`src/hw/riv_regs.svh`:
```
// Offsets, field positions and reset values for the interrupt vectoring block.
// Assumes a 24-bit word address space; included by bare name.
`ifndef RIV_REGS_SVH
`define RIV_REGS_SVH
`define RIV_ADDR_W        24
`define RIV_BASE_ALIGN_W  8
`define RIV_RESET_VECTOR  24'h000000
`define RIV_OFS_EXT0      8'h01
`define RIV_OFS_SER_TX    8'h05
`define RIV_OFS_SER_RX    8'h06
`define RIV_OFS_TIMER0    8'h09
`define RIV_OFS_TIMER1    8'h0A
`define RIV_OFS_DMA0      8'h0B
`define RIV_OFS_DMA1      8'h0C
`define RIV_OFS_TRAP0     8'h20
`define RIV_NUM_EXT       4
`define RIV_NUM_TRAPS     32
`define RIV_BASE_RESET    16'h0000
`endif

```
`src/hw/riv_pkg.sv`:
```
// Types shared by the interrupt vectoring block.
// Assumes the constants header is included beside it.
package riv_pkg;
  typedef struct packed {
    logic        valid;
    logic [23:0] addr;
  } riv_vector_t;
  typedef enum logic [1:0] {
    RIV_ST_RESET = 2'b00,
    RIV_ST_RUN   = 2'b01,
    RIV_ST_IDLE  = 2'b10
  } riv_state_t;
endpackage : riv_pkg

```
`src/hw/riv_vectoring.sv`:
```
// Interrupt and trap vector generation with relocatable table base.
// Assumes the core pulses vector_ack when it has taken the presented vector,
// and that all inputs are synchronous to clk.
//
// Behaviour
// - Each external request selectable as edge or level sensitive.
// - Table base is a pointer aligned to 256 words.
// - After reset the reset vector is address zero, ignoring base.
// - External requests 0..3 vector to base plus 01h..04h.
// - Serial transmit at base plus 05h, receive at base plus 06h.
// - Timer 0 at base plus 09h, timer 1 at base plus 0Ah.
// - DMA 0 at base plus 0Bh, DMA 1 at base plus 0Ch.
// - Trap n vectors to base plus 20h plus n.
// - Offsets 00h, 07h, 08h, 0Dh..1Fh never produced.
// - Clock-stopped idle mode exits on any external request.
`timescale 1ns/10ps
`include "riv_regs.svh"
module riv_vectoring #(
  parameter int NUM_EXT = `RIV_NUM_EXT
) (
  input  wire logic                     clk,
  input  wire logic                     rst_b,
  input  wire logic [15:0]              vector_table_base_pointer,
  input  wire logic [NUM_EXT-1:0]       ext_edge_mode,
  input  wire logic [NUM_EXT-1:0]       ext_enable,
  input  wire logic                     external_request_0,
  input  wire logic                     external_request_1,
  input  wire logic                     external_request_2,
  input  wire logic                     external_request_3,
  input  wire logic                     serial_transmit_event,
  input  wire logic                     serial_receive_event,
  input  wire logic                     timer0_event,
  input  wire logic                     timer1_event,
  input  wire logic                     dma0_done_event,
  input  wire logic                     dma1_done_event,
  input  wire logic                     trap_req,
  input  wire logic [4:0]               trap_num,
  input  wire logic                     enter_clock_stopped_idle_mode,
  input  wire logic                     vector_ack,
  output logic                          vector_valid,
  output logic [23:0]                   vector_addr,
  output logic                          vector_is_reset,
  output logic                          clock_stopped_idle_mode,
  output logic [NUM_EXT-1:0]            ext_pending
);

  logic [NUM_EXT-1:0] ext_in;
  logic [NUM_EXT-1:0] ext_prev_q;
  logic [NUM_EXT-1:0] ext_pend_q;
  logic [NUM_EXT-1:0] ext_req;
  logic [NUM_EXT-1:0] ext_clr;
  logic [5:0]         per_pend_q;
  logic [5:0]         per_in;
  logic [5:0]         per_clr;
  logic               trap_pend_q;
  logic [4:0]         trap_num_q;
  riv_pkg::riv_state_t state_q;
  riv_pkg::riv_vector_t vec_q;
  riv_pkg::riv_vector_t vec_d;
  logic [7:0]         ofs_d;
  logic               sel_ext;
  logic               sel_per;
  logic [1:0]         ext_idx;
  logic [2:0]         per_idx;
  logic [7:0]         per_ofs [6];
  logic               pick_ext_q;
  logic               pick_per_q;
  logic [1:0]         pick_ext_idx_q;
  logic [2:0]         pick_per_idx_q;

  assign ext_in = {external_request_3, external_request_2, external_request_1, external_request_0};
  assign per_in = {dma1_done_event, dma0_done_event, timer1_event, timer0_event,
                   serial_receive_event, serial_transmit_event};

  // Fixed offsets of the peripheral sources in priority order
  assign per_ofs[0] = `RIV_OFS_SER_TX;
  assign per_ofs[1] = `RIV_OFS_SER_RX;
  assign per_ofs[2] = `RIV_OFS_TIMER0;
  assign per_ofs[3] = `RIV_OFS_TIMER1;
  assign per_ofs[4] = `RIV_OFS_DMA0;
  assign per_ofs[5] = `RIV_OFS_DMA1;

  // Previous input level for edge detection
  always_ff @(posedge clk or negedge rst_b) begin
    if (!rst_b) begin
      ext_prev_q <= '0;
    end else begin
      ext_prev_q <= ext_in;
    end
  end

  // Per-input trigger handling
  genvar g;
  generate
    for (g = 0; g < NUM_EXT; g++) begin : g_ext
      // Edge latch, set wins; only armed edge lines latch, so no stale edge fires later
      always_ff @(posedge clk or negedge rst_b) begin
        if (!rst_b) begin
          ext_pend_q[g] <= 1'b0;
        end else if (ext_in[g] && !ext_prev_q[g] && ext_edge_mode[g] && ext_enable[g]) begin
          ext_pend_q[g] <= 1'b1;
        end else if (ext_clr[g]) begin
          ext_pend_q[g] <= 1'b0;
        end
      end
      assign ext_req[g] = ext_enable[g] & (ext_edge_mode[g] ? ext_pend_q[g] : ext_in[g]);
    end
  endgenerate

  // Peripheral events latch until serviced; a new event beats the clear
  always_ff @(posedge clk or negedge rst_b) begin
    if (!rst_b) begin
      per_pend_q <= '0;
    end else begin
      per_pend_q <= per_in | (per_pend_q & ~per_clr);
    end
  end

  // Software trap request held until serviced
  always_ff @(posedge clk or negedge rst_b) begin
    if (!rst_b) begin
      trap_pend_q <= 1'b0;
      trap_num_q  <= 5'h00;
    end else if (trap_req && !trap_pend_q) begin
      trap_pend_q <= 1'b1;
      trap_num_q  <= trap_num;
    end else if (state_q == riv_pkg::RIV_ST_RUN && vec_q.valid && vector_ack && !pick_ext_q && !pick_per_q) begin
      trap_pend_q <= 1'b0;
    end
  end

  // Priority pick: external lowest index first, then peripherals, then trap
  always_comb begin
    sel_ext = 1'b0;
    sel_per = 1'b0;
    ext_idx = 2'd0;
    per_idx = 3'd0;
    for (int i = NUM_EXT - 1; i >= 0; i--) begin
      if (ext_req[i]) begin
        sel_ext = 1'b1;
        ext_idx = 2'(i);
      end
    end
    for (int i = 5; i >= 0; i--) begin
      if (per_pend_q[i]) begin
        sel_per = 1'b1;
        per_idx = 3'(i);
      end
    end
  end

  always_comb begin
    ofs_d = `RIV_OFS_TRAP0 + {3'b000, trap_num_q};
    if (sel_ext) begin
      ofs_d = `RIV_OFS_EXT0 + {6'b000000, ext_idx};
    end else if (sel_per) begin
      ofs_d = per_ofs[per_idx];
    end
  end

  // Base aligned by construction: low eight bits are the offset
  always_comb begin
    vec_d.valid = sel_ext | sel_per | trap_pend_q;
    vec_d.addr  = {vector_table_base_pointer, ofs_d};
  end

  // Clear strobes for the entry the core accepted
  always_comb begin
    ext_clr = '0;
    per_clr = '0;
    if (state_q == riv_pkg::RIV_ST_RUN && vec_q.valid && vector_ack) begin
      if (pick_ext_q) begin
        ext_clr[pick_ext_idx_q] = 1'b1;
      end else if (pick_per_q) begin
        per_clr[pick_per_idx_q] = 1'b1;
      end
    end
  end

  // Mode sequencing: reset vector first, idle until an external request
  always_ff @(posedge clk or negedge rst_b) begin
    if (!rst_b) begin
      state_q <= riv_pkg::RIV_ST_RESET;
    end else begin
      unique case (state_q)
        riv_pkg::RIV_ST_RESET: begin
          if (vector_ack) begin
            state_q <= riv_pkg::RIV_ST_RUN;
          end
        end
        riv_pkg::RIV_ST_RUN: begin
          if (enter_clock_stopped_idle_mode) begin
            state_q <= riv_pkg::RIV_ST_IDLE;
          end
        end
        riv_pkg::RIV_ST_IDLE: begin
          if (|ext_in) begin
            state_q <= riv_pkg::RIV_ST_RUN;
          end
        end
        default: begin
          state_q <= riv_pkg::RIV_ST_RESET;
        end
      endcase
    end
  end

  // Registered vector; held off while idle since the core is stopped
  always_ff @(posedge clk or negedge rst_b) begin
    if (!rst_b) begin
      vec_q.valid <= 1'b1;
      vec_q.addr  <= `RIV_RESET_VECTOR;
    end else if (state_q == riv_pkg::RIV_ST_RESET) begin
      // Reset vector fixed at zero; withdrawn on the edge the core takes it
      vec_q.valid <= !vector_ack;
      vec_q.addr  <= `RIV_RESET_VECTOR;
    end else if (state_q == riv_pkg::RIV_ST_IDLE) begin
      vec_q.valid <= 1'b0;
      vec_q.addr  <= vec_q.addr;
    end else if (vec_q.valid && vector_ack) begin
      vec_q.valid <= 1'b0;
      vec_q.addr  <= vec_q.addr;
    end else begin
      vec_q <= vec_d;
    end
  end

  // Source behind the presented vector; a newer winner must not be cleared by this ack
  always_ff @(posedge clk or negedge rst_b) begin
    if (!rst_b) begin
      pick_ext_q     <= 1'b0;
      pick_per_q     <= 1'b0;
      pick_ext_idx_q <= 2'h0;
      pick_per_idx_q <= 3'h0;
    end else if (state_q == riv_pkg::RIV_ST_RUN && !(vec_q.valid && vector_ack)) begin
      pick_ext_q     <= sel_ext;
      pick_per_q     <= sel_per;
      pick_ext_idx_q <= ext_idx;
      pick_per_idx_q <= per_idx;
    end
  end

  // Output flops
  always_ff @(posedge clk or negedge rst_b) begin
    if (!rst_b) begin
      vector_is_reset         <= 1'b1;
      clock_stopped_idle_mode <= 1'b0;
      ext_pending             <= '0;
    end else begin
      vector_is_reset         <= (state_q == riv_pkg::RIV_ST_RESET) && !vector_ack;
      clock_stopped_idle_mode <= (state_q == riv_pkg::RIV_ST_IDLE) ? !(|ext_in) : enter_clock_stopped_idle_mode
                                 && state_q == riv_pkg::RIV_ST_RUN;
      ext_pending             <= ext_req;
    end
  end

  assign vector_valid = vec_q.valid;
  assign vector_addr  = vec_q.addr;

endmodule : riv_vectoring

```
`config.mk`:
```
export PLATFORM = sky130hd
export DESIGN_NAME = riv_vectoring
export DESIGN_NICKNAME = d
export VERILOG_FILES = /design/src/hw/riv_pkg.sv /design/src/hw/riv_vectoring.sv
export VERILOG_INCLUDE_DIRS = /design/src /design/src/hw
export SDC_FILE = /design/constraint.sdc
export NUM_CORES = 1
export LEC_CHECK = 0
export BUFFER_PORTS_ARGS = -buffer_cell sky130_fd_sc_hd__buf_2
export CAP_MARGIN = 25
export CORE_ASPECT_RATIO = 1.5
export CORE_MARGIN = 5
export CORE_UTILIZATION = 46
export CTS_CLUSTER_DIAMETER = 150
export DETAILED_ROUTE_END_ITERATION = 7
export PLACE_DENSITY = 0.87
export SLEW_MARGIN = 20
export SYNTH_ARGS = -nofsm -noshare
export SYNTH_HDL_FRONTEND = slang
export SYNTH_SLANG_ARGS = --single-unit
```
`constraint.sdc`:
```
create_clock -name clk -period 1.8 [get_ports clk]
set_clock_uncertainty 0.15 [all_clocks]
set_input_delay 0.18 -clock clk [delete_from_list [all_inputs] [get_ports clk]]
set_output_delay 0.18 -clock clk [all_outputs]
set_load 0.03 [all_outputs]
```
; ---- Word-level counts from Yosys, hierarchy flattened
; Memory sizes are Yosys's and may differ from the RTL's.
; Cells that the tools add are included.
[totals]
reg_bits = 60
mem_bits_ro = 64
inputBits = 44
out_inout_bits = 31
wordCells = 140
n_memories = 1
[mem_list]
columns = memory, words, width, rd, rd_ports_with_merged_regs, write_ports, line
row1 = (no name shown), 8, 8, 1, 0, 0, riv_vectoring.sv:157  ; ofs_d = per_ofs[per_idx];
[classes]
addsub = 2
order_cmp = 5
eq_ne = 7
muxes = 55
bitwise_logic = 10
reduce_logical = 42
[ops]
columns = cell, n
row1 = $mux 25, 3
row2 = $mux 8, 4
row3 = $mux 1, 27
row4 = $logic_and 1x1->1, 23
row5 = $mux 3, 6
row6 = $mux 6, 3
row7 = $mux 2, 7
row8 = $logic_not 1->1, 10
row9 = $ne 2x2->1 const B, 5
row10 = $reduce_bool 2->1, 5
row11 = $mux 4, 2
row12 = $add 6x5->7 const A, 1
row13 = $and 6x6->6, 1
row14 = $not 6->6, 1
row15 = $or 6x6->6, 1
row16 = $pmux 2 s3, 1
row17 = $and 1x1->1, 4
row18 = $ge 4x4->1 const B, 1
row19 = $lt 3x4->1 const B, 1
row20 = $not 3->4, 1
row21 = $reduce_or 4->1, 1
row22 = $add 1x2->3 const A, 1
row23 = $demux 1 s3, 1
row24 = $ge 3x1->1 const B, 1
row25 = 9 further kinds, 10

; ---- Depth between registers and ports, before layout
[logic_depth]
depth_word = 15
ltp_mapped = 9

; ---- Worst setup path before layout
; Ideal clock, no wire load.
[synth_timing]
kind = flip-flop to flip-flop
from = register ext_pend_q[1]
to = register vec_q, in the netlist vector_addr[1]
arrival_ns = 1.479
t_required_ns = 1.523
path_slack_ns = 0.045
path_stages_with_launch = 8
period_less_slack_ns = 1.755
path_cell_list = dfrtp_1 mux2_4 nand2_4 inv_1 a211oi_1 ha_1 a32oi_1 o21ai_1
[synth_via]
elab_chain_len = 9
[synth_lines]
columns = item, line
row1 = from (decl), riv_vectoring.sv:49  ; logic [NUM_EXT-1:0] ext_pend_q;
row2 = "from (signal, indexed assignment)", riv_vectoring.sv:99  ; ext_pend_q[g] <= 1'b0;
row3 = "from (signal, indexed assignment)", riv_vectoring.sv:101  ; ext_pend_q[g] <= 1'b1;
row4 = "from (signal, indexed assignment)", riv_vectoring.sv:103  ; ext_pend_q[g] <= 1'b0;
row5 = $mux 1, riv_vectoring.sv:106  ; assign ext_req[g] = ext_enable[g] & (ext_edge_mode[g] ? ext_pend_q[g] : ext_in[g]);
row6 = $and 1x1->1, riv_vectoring.sv:106
row7 = via ext_req[1], riv_vectoring.sv:50  ; logic [NUM_EXT-1:0] ext_req;
row8 = $mux 2 (2 in series), riv_vectoring.sv:139  ; if (ext_req[i]) begin
row9 = via ext_idx[1], riv_vectoring.sv:63  ; logic [1:0] ext_idx;
row10 = $add 1x2->3 (no line), --
row11 = $mux 8, riv_vectoring.sv:154  ; if (sel_ext) begin
row12 = $mux 25, riv_vectoring.sv:220  ; end else if (vec_q.valid && vector_ack) begin
row13 = $mux 25, riv_vectoring.sv:217  ; end else if (state_q == riv_pkg::RIV_ST_IDLE) begin
row14 = $mux 25, riv_vectoring.sv:213  ; end else if (state_q == riv_pkg::RIV_ST_RESET) begin
row15 = to (signal assigned), riv_vectoring.sv:224  ; vec_q <= vec_d;
row16 = to (decl), riv_vectoring.sv:58  ; riv_pkg::riv_vector_t vec_q;
; The timed path passes the listed nets, and every way through them passes these cells. The select of a mux whose other input is x is not followed.
; A chain may end at the register's enable or synchronous reset.

; ---- Worst setup path in the final report
[layout_timing]
from = register ext_pend_q[2]
to = register vec_q, in the netlist vector_addr[1]
[layout_via]
elab_chain_len = 10
[layout_lines]
columns = item, line
row1 = $mux 1, riv_vectoring.sv:106
row2 = $and 1x1->1, riv_vectoring.sv:106
row3 = via ext_req[2], riv_vectoring.sv:50
row4 = $mux 2 (3 in series), riv_vectoring.sv:139
row5 = via ext_idx[0], riv_vectoring.sv:63
row6 = $add 1x2->3 (no line), --
row7 = $mux 8, riv_vectoring.sv:154
row8 = $mux 25, riv_vectoring.sv:220
row9 = $mux 25, riv_vectoring.sv:217
row10 = $mux 25, riv_vectoring.sv:213
; The timed path passes the listed nets, and every way through them passes these cells. The select of a mux whose other input is x is not followed.

==> reports/metrics.yaml <==
fillerInstances: 340
path_max_fanout: 3
place_ws_ps: -133.7
die_w_microns: 69.60
fin_util_pct: 70.81
drc: 0
syn_area_per_cell_sq_um: 12.02
p_leak_nw: 1.765
std_cell_rows: 32
vias: 2174
crit_path_end_kind: "register"
gp_congestion: 0.7795
grt_pass1_vias: 2298
drv_slew: 0
cts.sinks: 58
p_per_area_nw_per_um2: 1272
core_area_sq_um: 5165
seq_area_frac_synth_pct: 59.32
setup_viol: 1
finalNetCount: 387
antenna_found_initial: 0
numCtsBuffers: 9
totalWireLength_microns: 6774
io_pins: 75
synth.distinct_cells: 43
maxCapViolations: 0
regArea_sq_um: 1454
finalHoldViolations: 0
ant_nets: 0
worst_slack_ps: -20.28
synth_area_leaders: "dfrtp_1 57%, a22o_1 6.1%, mux2_2 3.2%"
min_path_type: "in2reg"
diodes: 0
crit_arrival_ps: 1890
clkTransAtPathRegs_ps: 70
clock_path_buffers: 2
period_share_pct: 101.1
fin_crit_ps: 1820
syn-cell-area_sq_um: 2451
dp_hpwl_microns: 4370
clock.fmax_ghz: 0.5494
insertion_delay_ps: 340
drt_first_pass_iters: 4
root_buffer: "clkbuf_8"
final_common_cell: "buf_2"
startpoint_type: "register"
initial_core_util_pct: 47.46
grt_overflow: 0
violations: "setup timing"
dieArea_sq_um: 6918
r2r_slack_ps: -20
multi_input_area_sq_um: 978.4
yosys.area.top_type: "dfrtp_1"
final_cell_mix: "72 x buf_2, 56 x dfrtp_1, 43 x dlygate4sd3_1"
viasPerCell: 5.239
htree_levels: 3
avgRoutedWirePerCell_microns: 16.32
io_buffer_count: 72
synth_top_area_share_pct: 57.17
status: "finished with violations"
crit_type: "reg2reg"
drt_iter0_drc: 149
layout-drive-gt1-share_pct: 38.04
peakVddDrop_mv: 0.5333
cts_tree: "yes"
syn_to_final_growth_pct: 49.21
die_y_microns: 99.40
grt_pass1_wl_microns: 10870
netlist_instances: 204
synth_seq_cells: 58
rsz0062_at_grt: "yes"
grt_max_degree: 59
track_usage_pct: 20.59
ys_warn_count: 0
required_ps: 1870
-- area by class of cell --
cell class	instances	share of cell area, %
Sequential cell	58	39.75
Multi-Input combinational cell	130	26.75
Timing Repair Buffer	133	25.66
Clock buffer	10	3.490
Tap cell	68	2.326
Inverter	10	1.095
Clock inverter	6	0.9237
-- timing repair --
action                                 in CTS  in global routing
resized for setup                           5                  7
setup endpoints to repair                   2                  4
hold buffers                               43                  0
buffers inserted                            3                  0
endpoints found under the hold margin     100                  0
pin swaps                                   5                  6
-- cells in the mapped netlist (all sizes together) --
cell and n:
a31oi 1, nor3 5, inv 10, o31ai 3, clkbuf 2, nand4b 4, nand2b 4, a21o 4
ha 1, mux2 11, or3 2, and2 1, o32ai 1, or4 1, a21oi 4, buf 5
a211oi 1, a32oi 1, o22ai 2, nor2b 3, a32o 4, mux2i 1, nand3b 1, a22o 17
o21bai 2, dfstp 2, o21ai 8, nor4b 1, conb 1, nand3 3, o41ai 1, dfrtp 56
nand4 2, and4b 1, a221oi 1, nand2 20, nor2 17
-- state kept, by name, indices dropped and copies added (netlist names) --
register                 flops
pick_ext_idx_q               2
vector_addr                 22
ext_pending                  4
vector_valid                 1
pick_ext_q                   1
ext_prev_q                   4
clock_stopped_idle_mode      1
trap_num_q                   5
vector_is_reset              1
trap_pend_q                  1
pick_per_idx_q               3
ext_pend_q                   4
state_q                      2
per_pend_q                   6
pick_per_q                   1
-- through the flow --
stage | setup TNS, ps | area (sq um) | hold WS, ps | cells | total power, mW
after floorplan | 0 | 2455 | -265.6 | 205 | 2.923
after CTS | -41.21 | 3622 | 30.74 | 415 | 4.619
after global routing | -113.2 | 3657 | 47.58 | 415 | 4.884
after detailed placement | -179.0 | 2988 | 54.37 | 353 | 3.514
after global placement | 0 | 2988 | 51.28 | 353 | 3.456
final | -20.28 | 3657 | 40.19 | 415 | 4.653
-- per-layer routing --
layer,vias up,routed length (microns),global-route usage (%)
met3,20,370,5.865
met5,-,0,0
met4,0,242,13.98
met1,1059,2349,20.47
li1,1015,-,-
met2,80,3812,36.69
-- final timing paths --
check / start / to / cells past startpoint
min reg2reg: vector_addr[11] / vector_addr[11] / 1
min in group asynchronous: rst_b / trap_pend_q / 3
max: ext_pend_q[2] / vector_addr[1] / 9
min: external_request_0 / clock_stopped_idle_mode / 3
max reg2reg: ext_pend_q[2] / vector_addr[1] / 9
max in group asynchronous: rst_b / vector_valid / 3
-- cell families after synthesis --
family / share of synthesized area, %
AO/OA/AOI/OAI: 15.42
adder cells (fa/ha/maj): 0.5104
buffers and inverters: 3.063
flip-flops: 59.32
multiplexers: 6.075
other: 0.1530
AND/OR/NAND/NOR: 15.47
-- power breakdown --
group	total (mW)	switching [mW]	internal (mW)
registers	1.85	0.209	1.64
clock network	0.991	0.503	0.488
logic	1.82	1.12	0.698
total	4.65	1.83	2.82
-- critical path, stage by stage, from the launching register on --
cell and delay [ps]:
dfrtp_1 390, mux2_4 280, nand2_4 80, inv_2 40, o21ai_1 100, nand2_1 80, inv_1 70, ha_1 230
a32oi_1 180, o21ai_1 80
Power figures use the tool's default switching activity.
